File: src/scpa_regs.vh
// register offsets, field positions, reset values and timing counts for the serial config port
`ifndef SCPA_REGS_VH
`define SCPA_REGS_VH
`define SCPA_PAGE_SEL_ADDR 8'hFF
`define SCPA_PAGE_SEL_RESET 8'h00
`define SCPA_ALM_PAGE 8'h00
`define SCPA_ALM_STATUS_ADDR 8'h02
`define SCPA_ALM_NOTIFY_ADDR 8'h03
`define SCPA_ALM_MASK_ADDR 8'h04
`define SCPA_MASK_RESET 8'hFF
`define SCPA_NOTIFY_RESET 8'hFF
`define SCPA_WR_FLAG_BIT 0
`define SCPA_ADDR_LAST_BIT 5'd16
`define SCPA_FRAME_BITS 5'd24
`define SCPA_CLK_MHZ 40
`define SCPA_RC_MHZ 4
`define SCPA_RC_DIV (`SCPA_CLK_MHZ / `SCPA_RC_MHZ)
`define SCPA_RC_LAST 4'h9
`endif

File: src/scpa_spi_config_port.v
// serial configuration slave with paged register port and alarm status/notify/mask
// Notes on behaviour
// - master changes data on falling edge; device samples on rising edge
// - first byte bits one to seven ignored; eighth bit 1 write, 0 read
// - second byte is the 8-bit register address
// - write: last data bit on 24th rise, commit on following fall
// - read: third byte shifts out register content, from page_select or alarm registers when addressed, else from register port
// - read data fetched after 16th rise, first bit driven next fall
// - remaining seven read bits shift out on next seven clocks
// - with select high and clock still, output holds last bit sent
// - clock toggling with select high: output low after first rise
// - status bits follow live defect level, 1 means present
// - notify sets on status rise, stays until software writes 1
// - notify can only set while its mask bit is 1
// - mask register resets to all ones
// - alarm status and notify registers run on the 4 MHz internal clock enable; mask loads on the write commit
// - interrupt is NOR of selected notify bits, high once all clear
// - write to page_select selects page; later accesses use that page
// - one address per frame, no auto increment or burst
`timescale 1ns/1ps
`include "scpa_regs.vh"

module scpa_spi_config_port #(
  parameter ALARM_W = 8
) (
  // clock and reset
  input wire CLK,
  input wire RESET_N,
  // serial link
  input wire CHIP_SELECT_BAR_PIN,
  input wire SCLK_PIN,
  input wire SDI_PIN,
  output reg SERIAL_OUT_PIN,
  // register port to the rest of the device
  output reg [7:0] REG_PAGE,
  output reg [7:0] REG_ADDR,
  output reg [7:0] REG_WDATA,
  output reg REG_EN,
  output reg REG_WR,
  input wire [7:0] REG_RDATA,
  // alarm inputs and interrupt
  input wire [ALARM_W-1:0] ALARM_DEFECT,
  input wire [ALARM_W-1:0] ALARM_IRQ_SEL,
  output reg ALARM_IRQ_N
);

  // pin synchronisers
  reg [1:0] cs_s_r;
  reg [1:0] sck_s_r;
  reg [1:0] sdi_s_r;
  reg sck_d_r;
  reg cs_d_r;
  wire cs_n = cs_s_r[1];
  wire sck_rise = sck_s_r[1] & ~sck_d_r;
  wire sck_fall = ~sck_s_r[1] & sck_d_r;
  wire cs_rise = cs_n & ~cs_d_r;

  always @(posedge CLK)
  begin
    if (!RESET_N)
    begin
      cs_s_r <= 2'h3;
      sck_s_r <= 2'h0;
      sdi_s_r <= 2'h0;
      sck_d_r <= 1'b0;
      cs_d_r <= 1'b1;
    end
    else
    begin
      cs_s_r <= {cs_s_r[0], CHIP_SELECT_BAR_PIN};
      sck_s_r <= {sck_s_r[0], SCLK_PIN};
      sdi_s_r <= {sdi_s_r[0], SDI_PIN};
      sck_d_r <= sck_s_r[1];
      cs_d_r <= cs_s_r[1];
    end
  end

  // serial frame state
  reg [4:0] bit_cnt_r;
  reg [7:0] cmd_r;
  reg [7:0] addr_r;
  reg [7:0] data_r;
  reg [7:0] rd_sh_r;
  reg rd_load_r;
  reg wr_pend_r;
  reg idle_mute_r;
  reg [7:0] page_r;

  // alarm register state
  reg [ALARM_W-1:0] status_r;
  reg [ALARM_W-1:0] status_d_r;
  reg [ALARM_W-1:0] notify_r;
  reg [ALARM_W-1:0] mask_r;
  reg [ALARM_W-1:0] notify_clr_r;
  reg [3:0] rc_div_r;
  wire rc_tick = (rc_div_r == `SCPA_RC_LAST);

  function is_alarm;
    input [7:0] pg;
    input [7:0] ad;
    input [7:0] target;
    begin
      is_alarm = (pg == `SCPA_ALM_PAGE) && (ad == target);
    end
  endfunction

  // msb-first shift used by every byte of the frame
  function [7:0] shift_in;
    input [7:0] cur;
    input bit_in;
    begin
      shift_in = {cur[6:0], bit_in};
    end
  endfunction

  // command flag decode
  function is_write;
    input [7:0] cmd;
    begin
      is_write = cmd[`SCPA_WR_FLAG_BIT];
    end
  endfunction

  // frame phase: bounds the read window to exactly eight falls
  localparam PH_IDLE = 2'h0;
  localparam PH_HEAD = 2'h1;
  localparam PH_READ = 2'h2;
  localparam PH_DONE = 2'h3;
  reg [1:0] phase_r;
  reg [1:0] phase_nxt;
  wire last_addr_rise = sck_rise && bit_cnt_r == `SCPA_ADDR_LAST_BIT - 5'd1;
  wire last_data_rise = sck_rise && bit_cnt_r == `SCPA_FRAME_BITS - 5'd1;

  always @*
  begin
    phase_nxt = phase_r;
    // a frame cut short drops straight back to idle
    case (phase_r)
      PH_IDLE:
        if (!cs_n)
          phase_nxt = PH_HEAD;
      PH_HEAD:
        if (cs_n)
          phase_nxt = PH_IDLE;
        else if (last_addr_rise && !is_write(cmd_r))
          phase_nxt = PH_READ;
        else if (last_data_rise)
          phase_nxt = PH_DONE;
      PH_READ:
        if (cs_n)
          phase_nxt = PH_IDLE;
        else if (last_data_rise)
          phase_nxt = PH_DONE;
      PH_DONE:
        if (cs_n)
          phase_nxt = PH_IDLE;
      default:
        phase_nxt = PH_IDLE;
    endcase
  end

  // phase register
  always @(posedge CLK)
  begin
    if (!RESET_N)
      phase_r <= PH_IDLE;
    else
      phase_r <= phase_nxt;
  end

  // no shift after the 24th rise, so the last read bit stays on the pin
  reg so_nxt;
  always @*
  begin
    so_nxt = SERIAL_OUT_PIN;
    if (!cs_n && sck_fall && phase_r == PH_READ)
      so_nxt = rd_sh_r[7];
    else if (cs_n && !cs_rise && idle_mute_r && sck_rise)
      so_nxt = 1'b0;
  end

  // read multiplexer: local registers override the register port
  reg [7:0] rd_mux;
  always @*
  begin
    rd_mux = REG_RDATA;
    if (addr_r == `SCPA_PAGE_SEL_ADDR)
      rd_mux = page_r;
    else if (is_alarm(page_r, addr_r, `SCPA_ALM_STATUS_ADDR))
      rd_mux = status_r;
    else if (is_alarm(page_r, addr_r, `SCPA_ALM_NOTIFY_ADDR))
      rd_mux = notify_r;
    else if (is_alarm(page_r, addr_r, `SCPA_ALM_MASK_ADDR))
      rd_mux = mask_r;
  end

  wire commit = wr_pend_r & sck_fall & ~cs_n;
  wire [7:0] wdata_full = shift_in(data_r, sdi_s_r[1]);

  // a clear landing on a tick is kept for the next one, not lost
  reg [ALARM_W-1:0] clr_nxt;
  always @*
  begin
    clr_nxt = rc_tick ? {ALARM_W{1'b0}} : notify_clr_r;
    if (commit && is_alarm(page_r, addr_r, `SCPA_ALM_NOTIFY_ADDR))
      clr_nxt = clr_nxt | data_r[ALARM_W-1:0];
  end

  always @(posedge CLK)
  begin
    if (!RESET_N)
    begin
      bit_cnt_r <= 5'h00;
      cmd_r <= 8'h00;
      addr_r <= 8'h00;
      data_r <= 8'h00;
      rd_sh_r <= 8'h00;
      rd_load_r <= 1'b0;
      wr_pend_r <= 1'b0;
      idle_mute_r <= 1'b0;
      page_r <= `SCPA_PAGE_SEL_RESET;
      SERIAL_OUT_PIN <= 1'b0;
      REG_PAGE <= `SCPA_PAGE_SEL_RESET;
      REG_ADDR <= 8'h00;
      REG_WDATA <= 8'h00;
      REG_EN <= 1'b0;
      REG_WR <= 1'b0;
      notify_clr_r <= {ALARM_W{1'b0}};
      mask_r <= {ALARM_W{1'b1}};
    end
    else
    begin
      REG_EN <= 1'b0;
      REG_WR <= 1'b0;
      REG_PAGE <= page_r;
      SERIAL_OUT_PIN <= so_nxt;
      if (cs_n)
      begin
        bit_cnt_r <= 5'h00;
        wr_pend_r <= 1'b0;
        rd_load_r <= 1'b0;
        if (cs_rise)
          idle_mute_r <= 1'b1;
        else if (idle_mute_r && sck_rise)
        begin
          idle_mute_r <= 1'b0;
        end
        // otherwise serial output holds last bit
      end
      else
      begin
        idle_mute_r <= 1'b0;
        if (sck_rise && bit_cnt_r != `SCPA_FRAME_BITS)
        begin
          bit_cnt_r <= bit_cnt_r + 5'd1;
          if (bit_cnt_r < 5'd8)
            cmd_r <= shift_in(cmd_r, sdi_s_r[1]);
          else if (bit_cnt_r < `SCPA_ADDR_LAST_BIT)
            addr_r <= shift_in(addr_r, sdi_s_r[1]);
          else
            data_r <= wdata_full;
          if (bit_cnt_r == `SCPA_ADDR_LAST_BIT - 5'd1 && !cmd_r[`SCPA_WR_FLAG_BIT])
          begin
            REG_EN <= 1'b1;
            REG_ADDR <= shift_in(addr_r, sdi_s_r[1]);
            rd_load_r <= 1'b1;
          end
          if (bit_cnt_r == `SCPA_FRAME_BITS - 5'd1 && cmd_r[`SCPA_WR_FLAG_BIT])
            wr_pend_r <= 1'b1;
        end
        if (rd_load_r)
        begin
          rd_sh_r <= rd_mux;
          rd_load_r <= 1'b0;
        end
        if (sck_fall && phase_r == PH_READ)
          rd_sh_r <= {rd_sh_r[6:0], 1'b0};
        // single register per frame, no increment
        if (commit)
        begin
          wr_pend_r <= 1'b0;
          REG_EN <= 1'b1;
          REG_WR <= 1'b1;
          REG_ADDR <= addr_r;
          REG_WDATA <= data_r;
          if (addr_r == `SCPA_PAGE_SEL_ADDR)
            page_r <= data_r;
          else if (is_alarm(page_r, addr_r, `SCPA_ALM_MASK_ADDR))
            mask_r <= data_r[ALARM_W-1:0];
        end
      end
      // clear request is held until the alarm tick consumes it
      notify_clr_r <= clr_nxt;
    end
  end

  // alarm next values; set wins over clear when both land on one tick
  reg [ALARM_W-1:0] notify_nxt;
  reg irq_n_nxt;
  always @*
  begin
    notify_nxt = notify_r;
    irq_n_nxt = ALARM_IRQ_N;
    if (rc_tick)
    begin
      notify_nxt = (notify_r & ~notify_clr_r)
        | (status_r & ~status_d_r & mask_r);
      irq_n_nxt = ~|(notify_r & ALARM_IRQ_SEL);
    end
  end

  // alarm logic on the 4 MHz enable; clears wait at most one tick
  always @(posedge CLK)
  begin
    if (!RESET_N)
    begin
      rc_div_r <= 4'h0;
      status_r <= {ALARM_W{1'b0}};
      status_d_r <= {ALARM_W{1'b0}};
      notify_r <= {ALARM_W{1'b1}};
      ALARM_IRQ_N <= 1'b1;
    end
    else
    begin
      rc_div_r <= rc_tick ? 4'h0 : rc_div_r + 4'h1;
      notify_r <= notify_nxt;
      ALARM_IRQ_N <= irq_n_nxt;
      if (rc_tick)
      begin
        status_d_r <= status_r;
        status_r <= ALARM_DEFECT;
      end
    end
  end

endmodule // scpa_spi_config_port

File: config.mk
export PLATFORM = sky130hd
export DESIGN_NAME = scpa_spi_config_port
export DESIGN_NICKNAME = d
export VERILOG_FILES = /design/src/scpa_spi_config_port.v
export VERILOG_INCLUDE_DIRS = /design/src
export SDC_FILE = /design/constraint.sdc
export NUM_CORES = 1
export LEC_CHECK = 0
export BUFFER_PORTS_ARGS = -buffer_cell sky130_fd_sc_hd__buf_2
export CAP_MARGIN = 20
export CORE_AREA = 2 2 105 118
export CTS_BUF_LIST = sky130_fd_sc_hd__clkbuf_4
export CTS_CLUSTER_DIAMETER = 100
export DETAILED_ROUTE_END_ITERATION = 10
export DIE_AREA = 0 0 107 120
export SYNTH_ARGS = -nofsm -noshare
export SYNTH_HDL_FRONTEND = slang
export SYNTH_SLANG_ARGS = --single-unit
File: constraint.sdc
create_clock -name CLK -period 5.71 [get_ports CLK]
set_clock_uncertainty 0.05 [all_clocks]
set_input_delay 0.2855 -clock CLK [delete_from_list [all_inputs] [get_ports CLK]]
set_output_delay 0.2855 -clock CLK [all_outputs]
set_load 0.05 [all_outputs]
# After elaboration in Yosys (flattened, before gate mapping)
# Cells that the tools add are included.
# op_classes
addsub,2
n_mux,26
n_lt_le_gt_ge,2
reduce_logical,44
bitwise,21
n_eq_ne,13
# op_table
operator,n
$mux W8,11
$and A8 B8 Y8,4
$logic_and A1 B1 Y1,17
$eq A8 B2 Y1 const B,2
$not A8 Y8,2
$or A8 B8 Y8,2
$mux W2,6
$reduce_and A4 Y1,3
$reduce_and A2 Y1,5
$reduce_bool A2 Y1,5
$reduce_and A3 Y1,3
$eq A8 B3 Y1 const B,1
$eq A8 B8 Y1 const B,1
$logic_not A8 Y1,1
$mux W1,8
$not A1 Y1,8
$pmux W2 S4,1
$reduce_or A8 Y1,1
$reduce_or A3 Y1,2
$add A5 B1 Y5 const B,1
$and A1 B1 Y1,5
$eq A5 B4 Y1 const B,1
$eq A5 B5 Y1 const B,1
$lt A5 B4 Y1 const B,1
10 further kinds,16
# word_totals
out_inout_bits,28
register_bits,123
word_cells,136
inputBits,29

# Logic depth before layout (Yosys ltp)
# Gate-level depths: netlist (run 1).
# depth
depth_word,8
mapped_depth,9
depth_no_buf,8

# Least setup slack after synthesis (run 1)
# OpenSTA, ideal clock, no wires.
# synth_timing
kind,register to register
startpoint,register bit_cnt_r[0]
endpoint,register REG_ADDR[6]
setup_time_ns,0.116
required_time_ns,5.544
setup_slack_ns,3.792
t_arrival_ns,1.752
path_buffers,1
stages_incl_launch_ff,10
synth_period_minus_slack_ns,1.918
path_cell_list,dfxtp_1 > ha_1 > and3_1 > ha_1 > nor2b_1 > nand3_1 > a21oi_2 > buf_2 > nand3_1 > o211a_1
# synth_between
elab_chain_len,4
elab_cells_between_ends,7
classes_between,2 x eq/ne; 5 x reduce/logical
# synth_lines
item,line_no,source
from (decl),scpa_spi_config_port.v:79,reg [4:0] bit_cnt_r;
from (signal assigned),scpa_spi_config_port.v:255,bit_cnt_r <= bit_cnt_r + 5'd1;
$eq A5 B4 Y1 / $ne A5 B5 Y1 (equally long branches),-,
"$logic_and A1 B1 Y1, on equally long branches",-,
$reduce_bool A2 Y1 (no source line),-,
$reduce_and A3 Y1 (no source line) *,-,
to (signal assigned),scpa_spi_config_port.v:265,"REG_ADDR <= shift_in(addr_r, sdi_s_r[1]);"
to (signal assigned),scpa_spi_config_port.v:284,REG_ADDR <= addr_r;
to (decl),scpa_spi_config_port.v:36,"output reg [7:0] REG_ADDR,"
# Every way passes the cells marked *; elsewhere a longest branch is shown, timed or not.
# A chain may end at the register's enable or synchronous reset.

# Final worst setup path (run 1)
# layout_timing
startpoint,register addr_r[0]
endpoint,register rd_sh_r[3]
# layout_between
elab_chain_len,8
elab_cells_between_ends,13
classes_between,4 x eq/ne; 6 x mux; 3 x reduce/logical
# layout_lines
item,line_no,source
from (decl),scpa_spi_config_port.v:81,reg [7:0] addr_r;
from (signal assigned),scpa_spi_config_port.v:259,"addr_r <= shift_in(addr_r, sdi_s_r[1]);"
$eq A8 B3 Y1,scpa_spi_config_port.v:103,is_alarm = (pg == `SCPA_ALM_PAGE) && (ad == target);
$logic_and A1 B1 Y1,scpa_spi_config_port.v:103,
$mux W8,scpa_spi_config_port.v:193,"else if (is_alarm(page_r, addr_r, `SCPA_ALM_MASK_ADDR))"
$mux W8,scpa_spi_config_port.v:191,"else if (is_alarm(page_r, addr_r, `SCPA_ALM_NOTIFY_ADDR))"
$mux W8,scpa_spi_config_port.v:189,"else if (is_alarm(page_r, addr_r, `SCPA_ALM_STATUS_ADDR))"
$mux W8 *,scpa_spi_config_port.v:187,if (addr_r == `SCPA_PAGE_SEL_ADDR)
$mux W8 *,scpa_spi_config_port.v:271,if (rd_load_r)
$mux W8 *,scpa_spi_config_port.v:276,if (sck_fall && phase_r == PH_READ)
to (signal assigned),scpa_spi_config_port.v:273,rd_sh_r <= rd_mux;
to (signal assigned),scpa_spi_config_port.v:277,"rd_sh_r <= {rd_sh_r[6:0], 1'b0};"
to (decl),scpa_spi_config_port.v:83,reg [7:0] rd_sh_r;
# Every way passes the cells marked *; elsewhere a longest branch is shown, timed or not. The select of a mux whose other input is x is not followed.

==> results.md, run 1 <==
* Pre-antenna DRT Iters at 4
* Least-Margin Pin Slew at around 1.0 ns
* Kind of critical path: reg -> reg
* Tmin final at roughly 2.4 ns
* I/O pin cnt at 57
* HPWL after DPL at roughly 8400 um
* Gate Count Post-Synth at 577
* Slowest Stage Delay on Critical Path at 0.89 ns
* Max-cap violations at 0
* Top area cells in the synthesized netlist: dfxtp_1 48%, nand2_1 9.5%, mux2i_1 5.4%
* Main synth FF type: dfxtp_1
* Syn Area/Cell at 8.92 um^2
* Post-synth top area cell: dfxtp_1
* Max VDD drop at 0.000180 V
* Critical path buffers and inverters at 0
* Clock sinks at between 100 and 150
* Worst hold path type: in -> reg
* Startpoint types: flip-flop
* Routed wire per std cell at 15.4 um
* RSZ-0062 raised after global routing: false
* Crit-path cells: nand2_1, or3_1, o21a_1, o21ai_0, a31oi_1
* H-tree Lvls at 4
* Post-CTS Setup Bufs at 0
* Area Overhead vs Synth at 13.7%
* Reg2reg start: addr_r[0]
* Nets at ~660
* FF-to-FF End: rd_sh_r[3]
* Fmax at between 0.4 and 0.5 GHz
* Syn_nets at 611
* Overall routing resource usage at 0.204
* Initial antenna violation count at 1
* Std-Cell Rows at 42
* Slew margin rel. at 0.323
* Setup TNS at 0 ns
* Worst hold stages at 3
* Power Density at 253 nW/um^2
* Crit Path Max Fanout at 25
* CTS tree: done
* Count leader, synth: nand2_1
* Hold Path Sink: rd_sh_r[6]
* Die ar. at between 10000 and 15000 um^2
* Synth Cell Area at 5150 um^2
* Arr. time, crit path at 2.74 ns
* Post-synth ARST share at 0
* Final Max Slew Viols at 0
* Worst-case clock buffer depth at 2
* Die width at between 100 and 150 um
* Number of CTS-inserted buffers at 17
* Flops & latches, synth at roughly 120
* Crit path max-delay cell type: dfxtp_1
* Clock Tree Root: clkbuf_4
* Starting density of the core at 0.439
* Core ar. at 11700 um^2
* IO buf count at 56
* Die Y at 120 um
* Clock transition at the registers of the reported paths at between 0.1 and 0.15 ns
* Min-delay src: REG_RDATA[6]
* Synth cell types at 50
* Routed Antenna Nets at 0
* Drt first-iter violations at 213
* Final Setup Violations at 0
* Vias in the first global route at slightly above 4000
* Count of final hold-check violations at 0
* Total grt overflow at 0
* CP Data Required Time at a little over 6 ns
* Status: finished, final reports clean
* Layout cells sized above 1 at 0.151
* Post-synth top cells: 130 x nand2_1, 123 x dfxtp_1, 32 x a21boi_0, 32 x nor2_1, 28 x mux2i_1
* Via density at roughly 5.3
* RePlAce Congestion at 0.886
* Setup crit start: addr_r[0]
* CP Capture Type: flip-flop
* First-pass GRT wire length at approximately 20000 um
* Clk_lat worst skew at between 0.5 and 0.6 ns
* EDFF count, synth at 0
* Via count at about 4200
* DRC viols at 0
* FF-to-FF setup slack at about 3.3 ns
* Drt total wl at 12300 um
* Period utilization at 0.415
* Ys Warns at 0
* Largest net degree at the start of global routing at 106
* Lkg Pwr at 2.40 nW
* Crit-path leading delay family: flip-flops
* Final instance area at around 5900 um^2
* Cell depth of the worst flop-to-flop path at 5
* Top cell type's share of synthesized area at 0.478
* DP Area at between 5000 and 6000 um^2
* Register area share after synthesis at 0.478
## cells in the final DEF, fill, tap and decap left out, types with 10 or more instances in the layout
master / instances
nor2_1: 32
nor2b_1: 19
nand2_1: 130
o21ai_0: 22
clkbuf_4: 17
dfxtp_1: 123
dlygate4sd3_1: 14
mux2i_1: 28
a21boi_0: 32
and2_1: 17
a22o_1: 16
nand3_1: 15
buf_2: 56
a22oi_1: 10
## power by group
group / internal (mW) / total [mW] / leakage [nW] / switching, mW
Combinational: 0.0239 / 0.0451 / 1.27 / 0.0212
Sequential: 0.862 / 0.867 / 0.993 / 0.00455
Clock: 0.249 / 0.570 / 0.129 / 0.321
## per-layer routing
layer	share of wire	vias up	GRT usage	wire (um)
met5	0	-	0	0
met4	0.024	0	0.0950	301
met3	0.039	24	0.0505	476
met2	0.47	75	0.319	5810
met1	0.46	2010	0.264	5710
li1	-	2112	-	-
## worst reg2reg max path, delay by kind of cell (launching register included)
family | cells | cell delay, ns
simple gates | 2 | 0.81
compound gates | 3 | 0.51
flops | 1 | 0.89
## layout make-up
class	count	area (um^2)
clock buffer	17	128
clock inverter	15	133
inverter	4	15.0
fill	1119	5860
sequential	123	2460
tap	154	193
timing repair buffer	72	435
antenna	1	2.50
multi-input combinational	412	2490
## metrics by stage
| step | setup slack [ns] | power, mW | hold WS, ns | instances | utilization |
|---|---|---|---|---|---|
| 2_1_floorplan | 3.79 | 0.909 | 0.336 | 577 | - |
| 3_3_place_gp | 3.38 | 0.923 | 0.358 | 751 | 0.465 |
| 3_5_place_dp | 3.35 | 0.925 | 0.347 | 751 | 0.465 |
| 4_1_cts | 3.34 | 1.50 | 0.00231 | 797 | 0.499 |
| 5_1_grt | 3.09 | 1.55 | 0.0452 | 798 | 0.500 |
| 6_report | 3.34 | 1.48 | 0.0524 | 798 | 0.500 |
## state kept, by name, indices dropped and copies added, names as in the netlist, 8 cells and up
signal,cells
REG_ADDR,8
REG_PAGE,8
REG_WDATA,8
addr_r,8
data_r,8
mask_r,8
notify_clr_r,8
notify_r,8
page_r,8
rd_sh_r,8
status_d_r,8
status_r,8
## worst max path at each step
| stage | to | slack, ns | cells past startpoint |
|---|---|---|---|
| after floorplan | REG_ADDR[6] | 3.79 | 9 |
| after global placement | REG_ADDR[7] | 3.38 | 8 |
| after detailed placement | REG_ADDR[7] | 3.35 | 8 |
| after CTS | REG_ADDR[7] | 3.34 | 8 |
| after global routing | rd_sh_r[0] | 3.09 | 4 |
| final | rd_sh_r[3] | 3.34 | 5 |
## cells by family (layout without fill, tap and decap cells)
| family | Yosys count | in the layout | synth area share |
|---|---|---|---|
| flops | 123 | 123 | 0.478 |
| mux | 28 | 28 | 0.0544 |
| simple gates | 252 | 252 | 0.233 |
| xor+xnor | 5 | 5 | 0.00851 |
| other cells | 0 | 1 | 0 |
| buf+inv | 42 | 108 | 0.0386 |
| compound gates | 122 | 122 | 0.175 |
| fa+ha+maj | 5 | 5 | 0.0122 |
## what timing repair did
action / 4_1_cts / 5_1_grt
hold buffers: 14 / 0
hold endpoints to repair: 13 / 0
gates resized for setup: 0 / 0
(Power assumes the default switching activity.)
==> run 2: changes to the inputs <==
Settings changed: PLACE_DENSITY set to 0.65.
Clock period 5.71 ns to 1.9 ns, I/O delays scaled along.
==> run 2 against run 1 <==
Final area is 7.7% higher; worst setup slack worse by 3.2 ns; sequential power grew to 3.0 times the previous value; combinational power grew to 3.8 times the previous value; hold slack better by 0.18 ns; core utilization is 3.9 points higher; register-to-register slack worse by 3.2 ns; via count is 4.2% higher; critical path depth is 3 higher.
==> results.md, run 2 (synthesized netlist as in run 1, its figures left out) <==
* Number of CTS-inserted buffers at 17 (unchanged)
* Die width at 107 um (unchanged)
* Antenna fix cells at 0 (was 1)
* Initial antenna violation count at 0 (was 1)
* Slew margin rel. at 0.643 (was 0.323)
* Final core occ at 0.538 (was 0.500)
* RSZ-0062 raised after global routing: false (unchanged)
* Starting density of the core at 0.439 (unchanged)
* Pre-antenna DRT Iters at 5 (was 4)
* Routed Antenna Nets at 0 (unchanged)
* Count of final hold-check violations at 0 (unchanged)
* Most common cell after layout, fill and taps aside: nand2_1 (unchanged)
* Most frequent cells in the layout: 130 x nand2_1, 122 x dfxtp_1, 56 x buf_2 (was 130 x nand2_1, 123 x dfxtp_1, 56 x buf_2)
* First-pass GRT wire length at 20600 um (was 20400 um)
* Drt total wl at 12700 um (was 12300 um)
* Total grt overflow at 0 (unchanged)
* Die Y at 120 um (unchanged)
* Routed wire per std cell at 15.2 um (was 15.4 um)
* IO buf count at 56 (unchanged)
* Clk_lat worst skew at 0.56 ns (was 0.54 ns)
* Post-route setup slack at 0.104 ns (was 3.34 ns)
* Crit Path Max Fanout at 5 (was 25)
* Final Setup Violations at 0 (unchanged)
* Clock Tree Root: clkbuf_4 (unchanged)
* Clock transition at the registers of the reported paths at 0.11 ns (about the same)
* Layout cells sized above 1 at 0.191 (was 0.151)
* Tmin final at 1.80 ns (was 2.37 ns)
* Largest net degree at the start of global routing at 31 (was 106)
* Period utilization at 0.945 (was 0.415)
* Dpl ws at -0.0242 ns (was 3.35 ns)
* CTS tree: done (unchanged)
* Arr. time, crit path at 2.20 ns (was 2.74 ns)
* Area Overhead vs Synth at 22.5% (was 13.7%)
* I/O pin cnt at 57 (unchanged)
* Worst-case clock buffer depth at 2 (unchanged)
* Power Density at 769 nW/um^2 (was 253 nW/um^2)
* Worst hold path type: in -> reg (unchanged)
* Via density at 5.27 (was 5.29)
* CP Capture Type: flip-flop (unchanged)
* Least-Margin Pin Slew at 0.534 ns (was 1.01 ns)
* Vias in the first global route at 4294 (was 4076)
* Kind of critical path: reg -> reg (unchanged)
* Max VDD drop at 0.000517 V (was 0.000180 V)
* Core ar. at 11700 um^2 (unchanged)
* Std-Cell Rows at 42 (unchanged)
* Lkg Pwr at 2.63 nW (was 2.40 nW)
* Startpoint types: flip-flop (unchanged)
* Drt first-iter violations at 325 (was 213)
* Fmax at 0.557 GHz (was 0.422 GHz)
* Nets at 701 (was 664)
* Final Max Slew Viols at 0 (unchanged)
* HPWL after DPL at 8690 um (was 8450 um)
* DRC viols at 0 (unchanged)
* Via count at 4398 (was 4221)
* Max-cap violations at 0 (unchanged)
* Status: finished, final reports clean (unchanged)
* CP Data Required Time at 2.30 ns (was 6.08 ns)
* RePlAce Congestion at 0.842 (was 0.886)
* Clock sinks at 123 (unchanged)
* Die ar. at 12800 um^2 (unchanged)
* H-tree Lvls at 4 (unchanged)
* Overall routing resource usage at 0.206 (was 0.204)
-- run 2: changes by cell type in the layout (fill, tap and decap cells not counted), moves of 2 or more --
cell	change
a21oi_4	+2
clkinv_4	+5
clkinvlp_4	-4
clkinv_1	-3
dlygate4sd3_1	+13
bufinv_16	+2
buf_4	+21
buf_12	+2
-- run 2: final cells by class --
| class | count | area [um^2] |
|---|---|---|
| Clock buffer | 17 | 128 |
| Clock inverter | 15 | 199 |
| Fill cell | 1071 | 5410 |
| Inverter | 4 | 15.0 |
| Multi-Input combinational cell | 413 | 2550 |
| Sequential cell | 123 | 2460 |
| Tap cell | 154 | 193 |
| Timing Repair Buffer | 108 | 763 |
-- run 2: power by group --
group | leakage [nW] | internal (mW) | switching, mW
registers | 0.994 | 2.59 | 0.0131
clock network | 0.173 | 1.04 | 1.03
logic | 1.46 | 0.0971 | 0.0744
total | 2.63 | 3.73 | 1.12
-- run 2: path summary, 6_finish.rpt --
path                              startpoint          end  slack, ns  cells after the start
worst max-delay path            bit_cnt_r[0]  REG_ADDR[6]       0.10                      8
worst min-delay path                SCLK_PIN   sck_s_r[0]       0.24                      3
worst max register to register  bit_cnt_r[0]  REG_ADDR[6]       0.10                      8
worst min register to register     cs_s_r[0]    cs_s_r[1]       0.38                      1
-- run 2: metrics by stage --
stage	cells	hold slack [ns]	instance area [um^2]	power, mW	setup TNS [ns]
2_1_floorplan	577	0.146	5160	2.73	0
5_1_grt	834	0.232	6310	5.05	0
3_3_place_gp	771	0.238	5640	2.78	0
6_report	834	0.236	6310	4.85	0
3_5_place_dp	771	0.259	5640	2.79	-0.0242
4_1_cts	831	0.198	6250	4.87	0
-- run 2: worst max-delay path, stage by stage, from the launching register on --
cell     delay (ns)
dfxtp_1        0.36
ha_1           0.20
and3_1         0.18
ha_1           0.14
nor2b_4        0.17
nand3_4        0.12
a21oi_4        0.21
nand3_1        0.12
o211a_1        0.15
-- run 2: layer usage --
layer / part of all wire / track usage
met5: 0 / 0
met1: 0.45 / 0.261
met3: 0.053 / 0.0652
met2: 0.48 / 0.324
met4: 0.023 / 0.0860
-- run 2: timing repair --
| item | in CTS | in global routing |
|---|---|---|
| cloned | 1 | 0 |
| endpoints found under the hold margin | 32 | 0 |
| buffers inserted | 0 | 3 |
| pin swaps | 1 | 2 |
| setup endpoints to repair | 8 | 31 |
| hold buffers | 27 | 0 |
| gates resized for setup | 3 | 8 |
==> run 3: changes to the inputs <==
Settings changed: BUFFER_PORTS_ARGS -buffer_cell sky130_fd_sc_hd__buf_2 to -buffer_cell sky130_fd_sc_hd__clkbuf_2, CTS_CLUSTER_SIZE set to 40.
==> run 3 against run 2 <==
Global-route usage decreased by 0.32 points; sequential power about the same; via count decreased by 0.82%; flip-flop and latch count unchanged; worst setup slack got worse by 0.014 ns; critical endpoint unchanged.
==> results.md, run 3 (synthesized netlist as in run 1, its figures left out) <==
* Die Y at 120 um (unchanged)
* Die width at 107 um (unchanged)
* Crit Path Max Fanout at 13 (was 5)
* Startpoint types: flip-flop (unchanged)
* Hold WS at 0.242 ns (was 0.236 ns)
* Initial antenna violation count at 1 (was 0)
* HPWL after DPL at 8390 um (was 8690 um)
* Area Overhead vs Synth at 21.8% (was 22.5%)
* Core ar. at 11700 um^2 (unchanged)
* CP Data Required Time at 2.29 ns (was 2.30 ns)
* RePlAce Congestion at 0.819 (was 0.842)
* I/O pin cnt at 57 (unchanged)
* Routed Antenna Nets at 0 (unchanged)
* IO buf count at 56 (unchanged)
* Max-cap violations at 0 (unchanged)
* Lkg Pwr at 2.59 nW (was 2.63 nW)
* Met2 WL at 6010 um (was 6060 um)
* Drt total wl at 12500 um (was 12700 um)
* Cell depth of the worst flop-to-flop path at 9 (was 8)
* Clk_lat worst skew at 0.55 ns (was 0.56 ns)
* Min-delay src: SDI_PIN (was SCLK_PIN)
* Layout cells sized above 1 at 0.193 (was 0.191)
* Most common cell after layout, fill and taps aside: nand2_1 (unchanged)
* Met1 Wirelength at 5740 um (was 5660 um)
* Count of final hold-check violations at 0 (unchanged)
* Clock sinks at 123 (unchanged)
* Std-Cell Rows at 42 (unchanged)
* First-pass GRT wire length at 20200 um (was 20600 um)
* Largest net degree at the start of global routing at 105 (was 31)
* Max layer used: met4 (unchanged)
* Tmin final at 1.81 ns (was 1.80 ns)
* Fmax at 0.552 GHz (was 0.557 GHz)
* Arr. time, crit path at 2.20 ns (about the same)
* Worst hold stages at 3 (unchanged)
* Final Setup Violations at 0 (unchanged)
* Number of CTS-inserted buffers at 17 (unchanged)
* DRC viols at 0 (unchanged)
* Least-Margin Pin Slew at 0.505 ns (was 0.534 ns)
* Worst hold path type: in -> reg (unchanged)
* Nets at 699 (was 701)
* RSZ-0062 raised after global routing: true (was false)
* Met3 wire len at 540 um (was 676 um)
* Post-route setup slack at 0.0898 ns (was 0.104 ns)
* Period utilization at 0.953 (was 0.945)
* Pre-antenna DRT Iters at 5 (unchanged)
* CTS tree: done (unchanged)
* Clock transition at the registers of the reported paths at 0.11 ns (about the same)
* Clock Tree Root: clkbuf_4 (unchanged)
* Drt first-iter violations at 302 (was 325)
* Total grt overflow at 0 (unchanged)
* Kind of critical path: reg -> reg (unchanged)
* Hold Path Sink: sdi_s_r[0] (was sck_s_r[0])
* Worst-case clock buffer depth at 2 (unchanged)
* Most frequent cells in the layout: 130 x nand2_1, 122 x dfxtp_1, 56 x clkbuf_2 (was 130 x nand2_1, 122 x dfxtp_1, 56 x buf_2)
* Via density at 5.24 (was 5.27)
* Starting density of the core at 0.439 (unchanged)
* Overall routing resource usage at 0.203 (was 0.206)
* H-tree Lvls at 4 (unchanged)
* Dpl ws at -0.0709 ns (was -0.0242 ns)
* Max VDD drop at 0.000486 V (was 0.000517 V)
* Vias in the first global route at 4128 (was 4294)
* FF-to-FF End: REG_ADDR[6] (unchanged)
* Final Max Slew Viols at 0 (unchanged)
* Routed wire per std cell at 15.0 um (was 15.2 um)
* Slew margin rel. at 0.663 (was 0.643)
* CP Capture Type: flip-flop (unchanged)
* FF-to-FF setup slack at 0.09 ns (was 0.10 ns)
* Status: finished, final reports clean (unchanged)
* Power Density at 745 nW/um^2 (was 769 nW/um^2)
* Die ar. at 12800 um^2 (unchanged)
* Reg2reg start: bit_cnt_r[0] (unchanged)
* Via count at 4362 (was 4398)
## run 3: metal layers
metal	up-vias	GRT usage
met3	19	0.0554
met4	0	0.0869
met2	112	0.320
li1	2171	-
met1	2060	0.260
met5	-	0
## run 3: timing repair
| item | CTS | global route |
|---|---|---|
| setup endpoints to repair | 8 | 21 |
| endpoints found under the hold margin | 37 | 0 |
| hold buffers | 27 | 0 |
| setup buffers | 1 | 1 |
| pin swaps | 2 | 2 |
| gates resized for setup | 2 | 9 |
## run 3: per-stage QoR
step	TNS [ns]	std cells	util	power, mW	instance area (um^2)
2_1_floorplan	0	577	-	2.73	5160
4_1_cts	0	831	0.532	4.73	6240
5_1_grt	-0.0103	833	0.535	4.88	6270
3_5_place_dp	-0.354	771	0.482	2.78	5650
6_report	0	833	0.535	4.68	6270
3_3_place_gp	0	771	0.482	2.78	5650
## run 3: critical path, cell delays in order, from the launching register on
cell	delay [ns]
dfxtp_1	0.36
ha_2	0.20
and3_4	0.19
ha_1	0.13
nor2b_4	0.15
nand3_2	0.11
a21oi_4	0.16
buf_12	0.14
nand3_1	0.09
o211a_1	0.13
## run 3: where the power goes
group          switching [mW]  internal [mW]  total, mW
sequential             0.0131           2.59       2.60
clock                   0.976          0.927       1.90
combinational          0.0724         0.0953      0.168
total                    1.06           3.61       4.68
## run 3: cell type report
type,instances,area (um^2)
Fill cell,1110,5450
Multi-Input combinational cell,412,2520
Sequential cell,123,2460
Timing Repair Buffer,107,781
Tap cell,154,193
Clock inverter,13,151
Clock buffer,19,143
Inverter,4,15.0
Antenna cell,1,2.50
## run 3: worst max path at each step
stage | start | end | slack [ns] | depth (start not counted)
6_report | bit_cnt_r[0] | REG_ADDR[6] | 0.09 | 9
5_1_grt | bit_cnt_r[0] | REG_ADDR[6] | -0.01 | 9
4_1_cts | bit_cnt_r[1] | REG_ADDR[5] | 0.01 | 9
3_5_place_dp | bit_cnt_r[1] | REG_ADDR[6] | -0.07 | 8
3_3_place_gp | bit_cnt_r[1] | REG_ADDR[7] | 0.04 | 8
2_1_floorplan | bit_cnt_r[0] | REG_ADDR[6] | 0.03 | 9
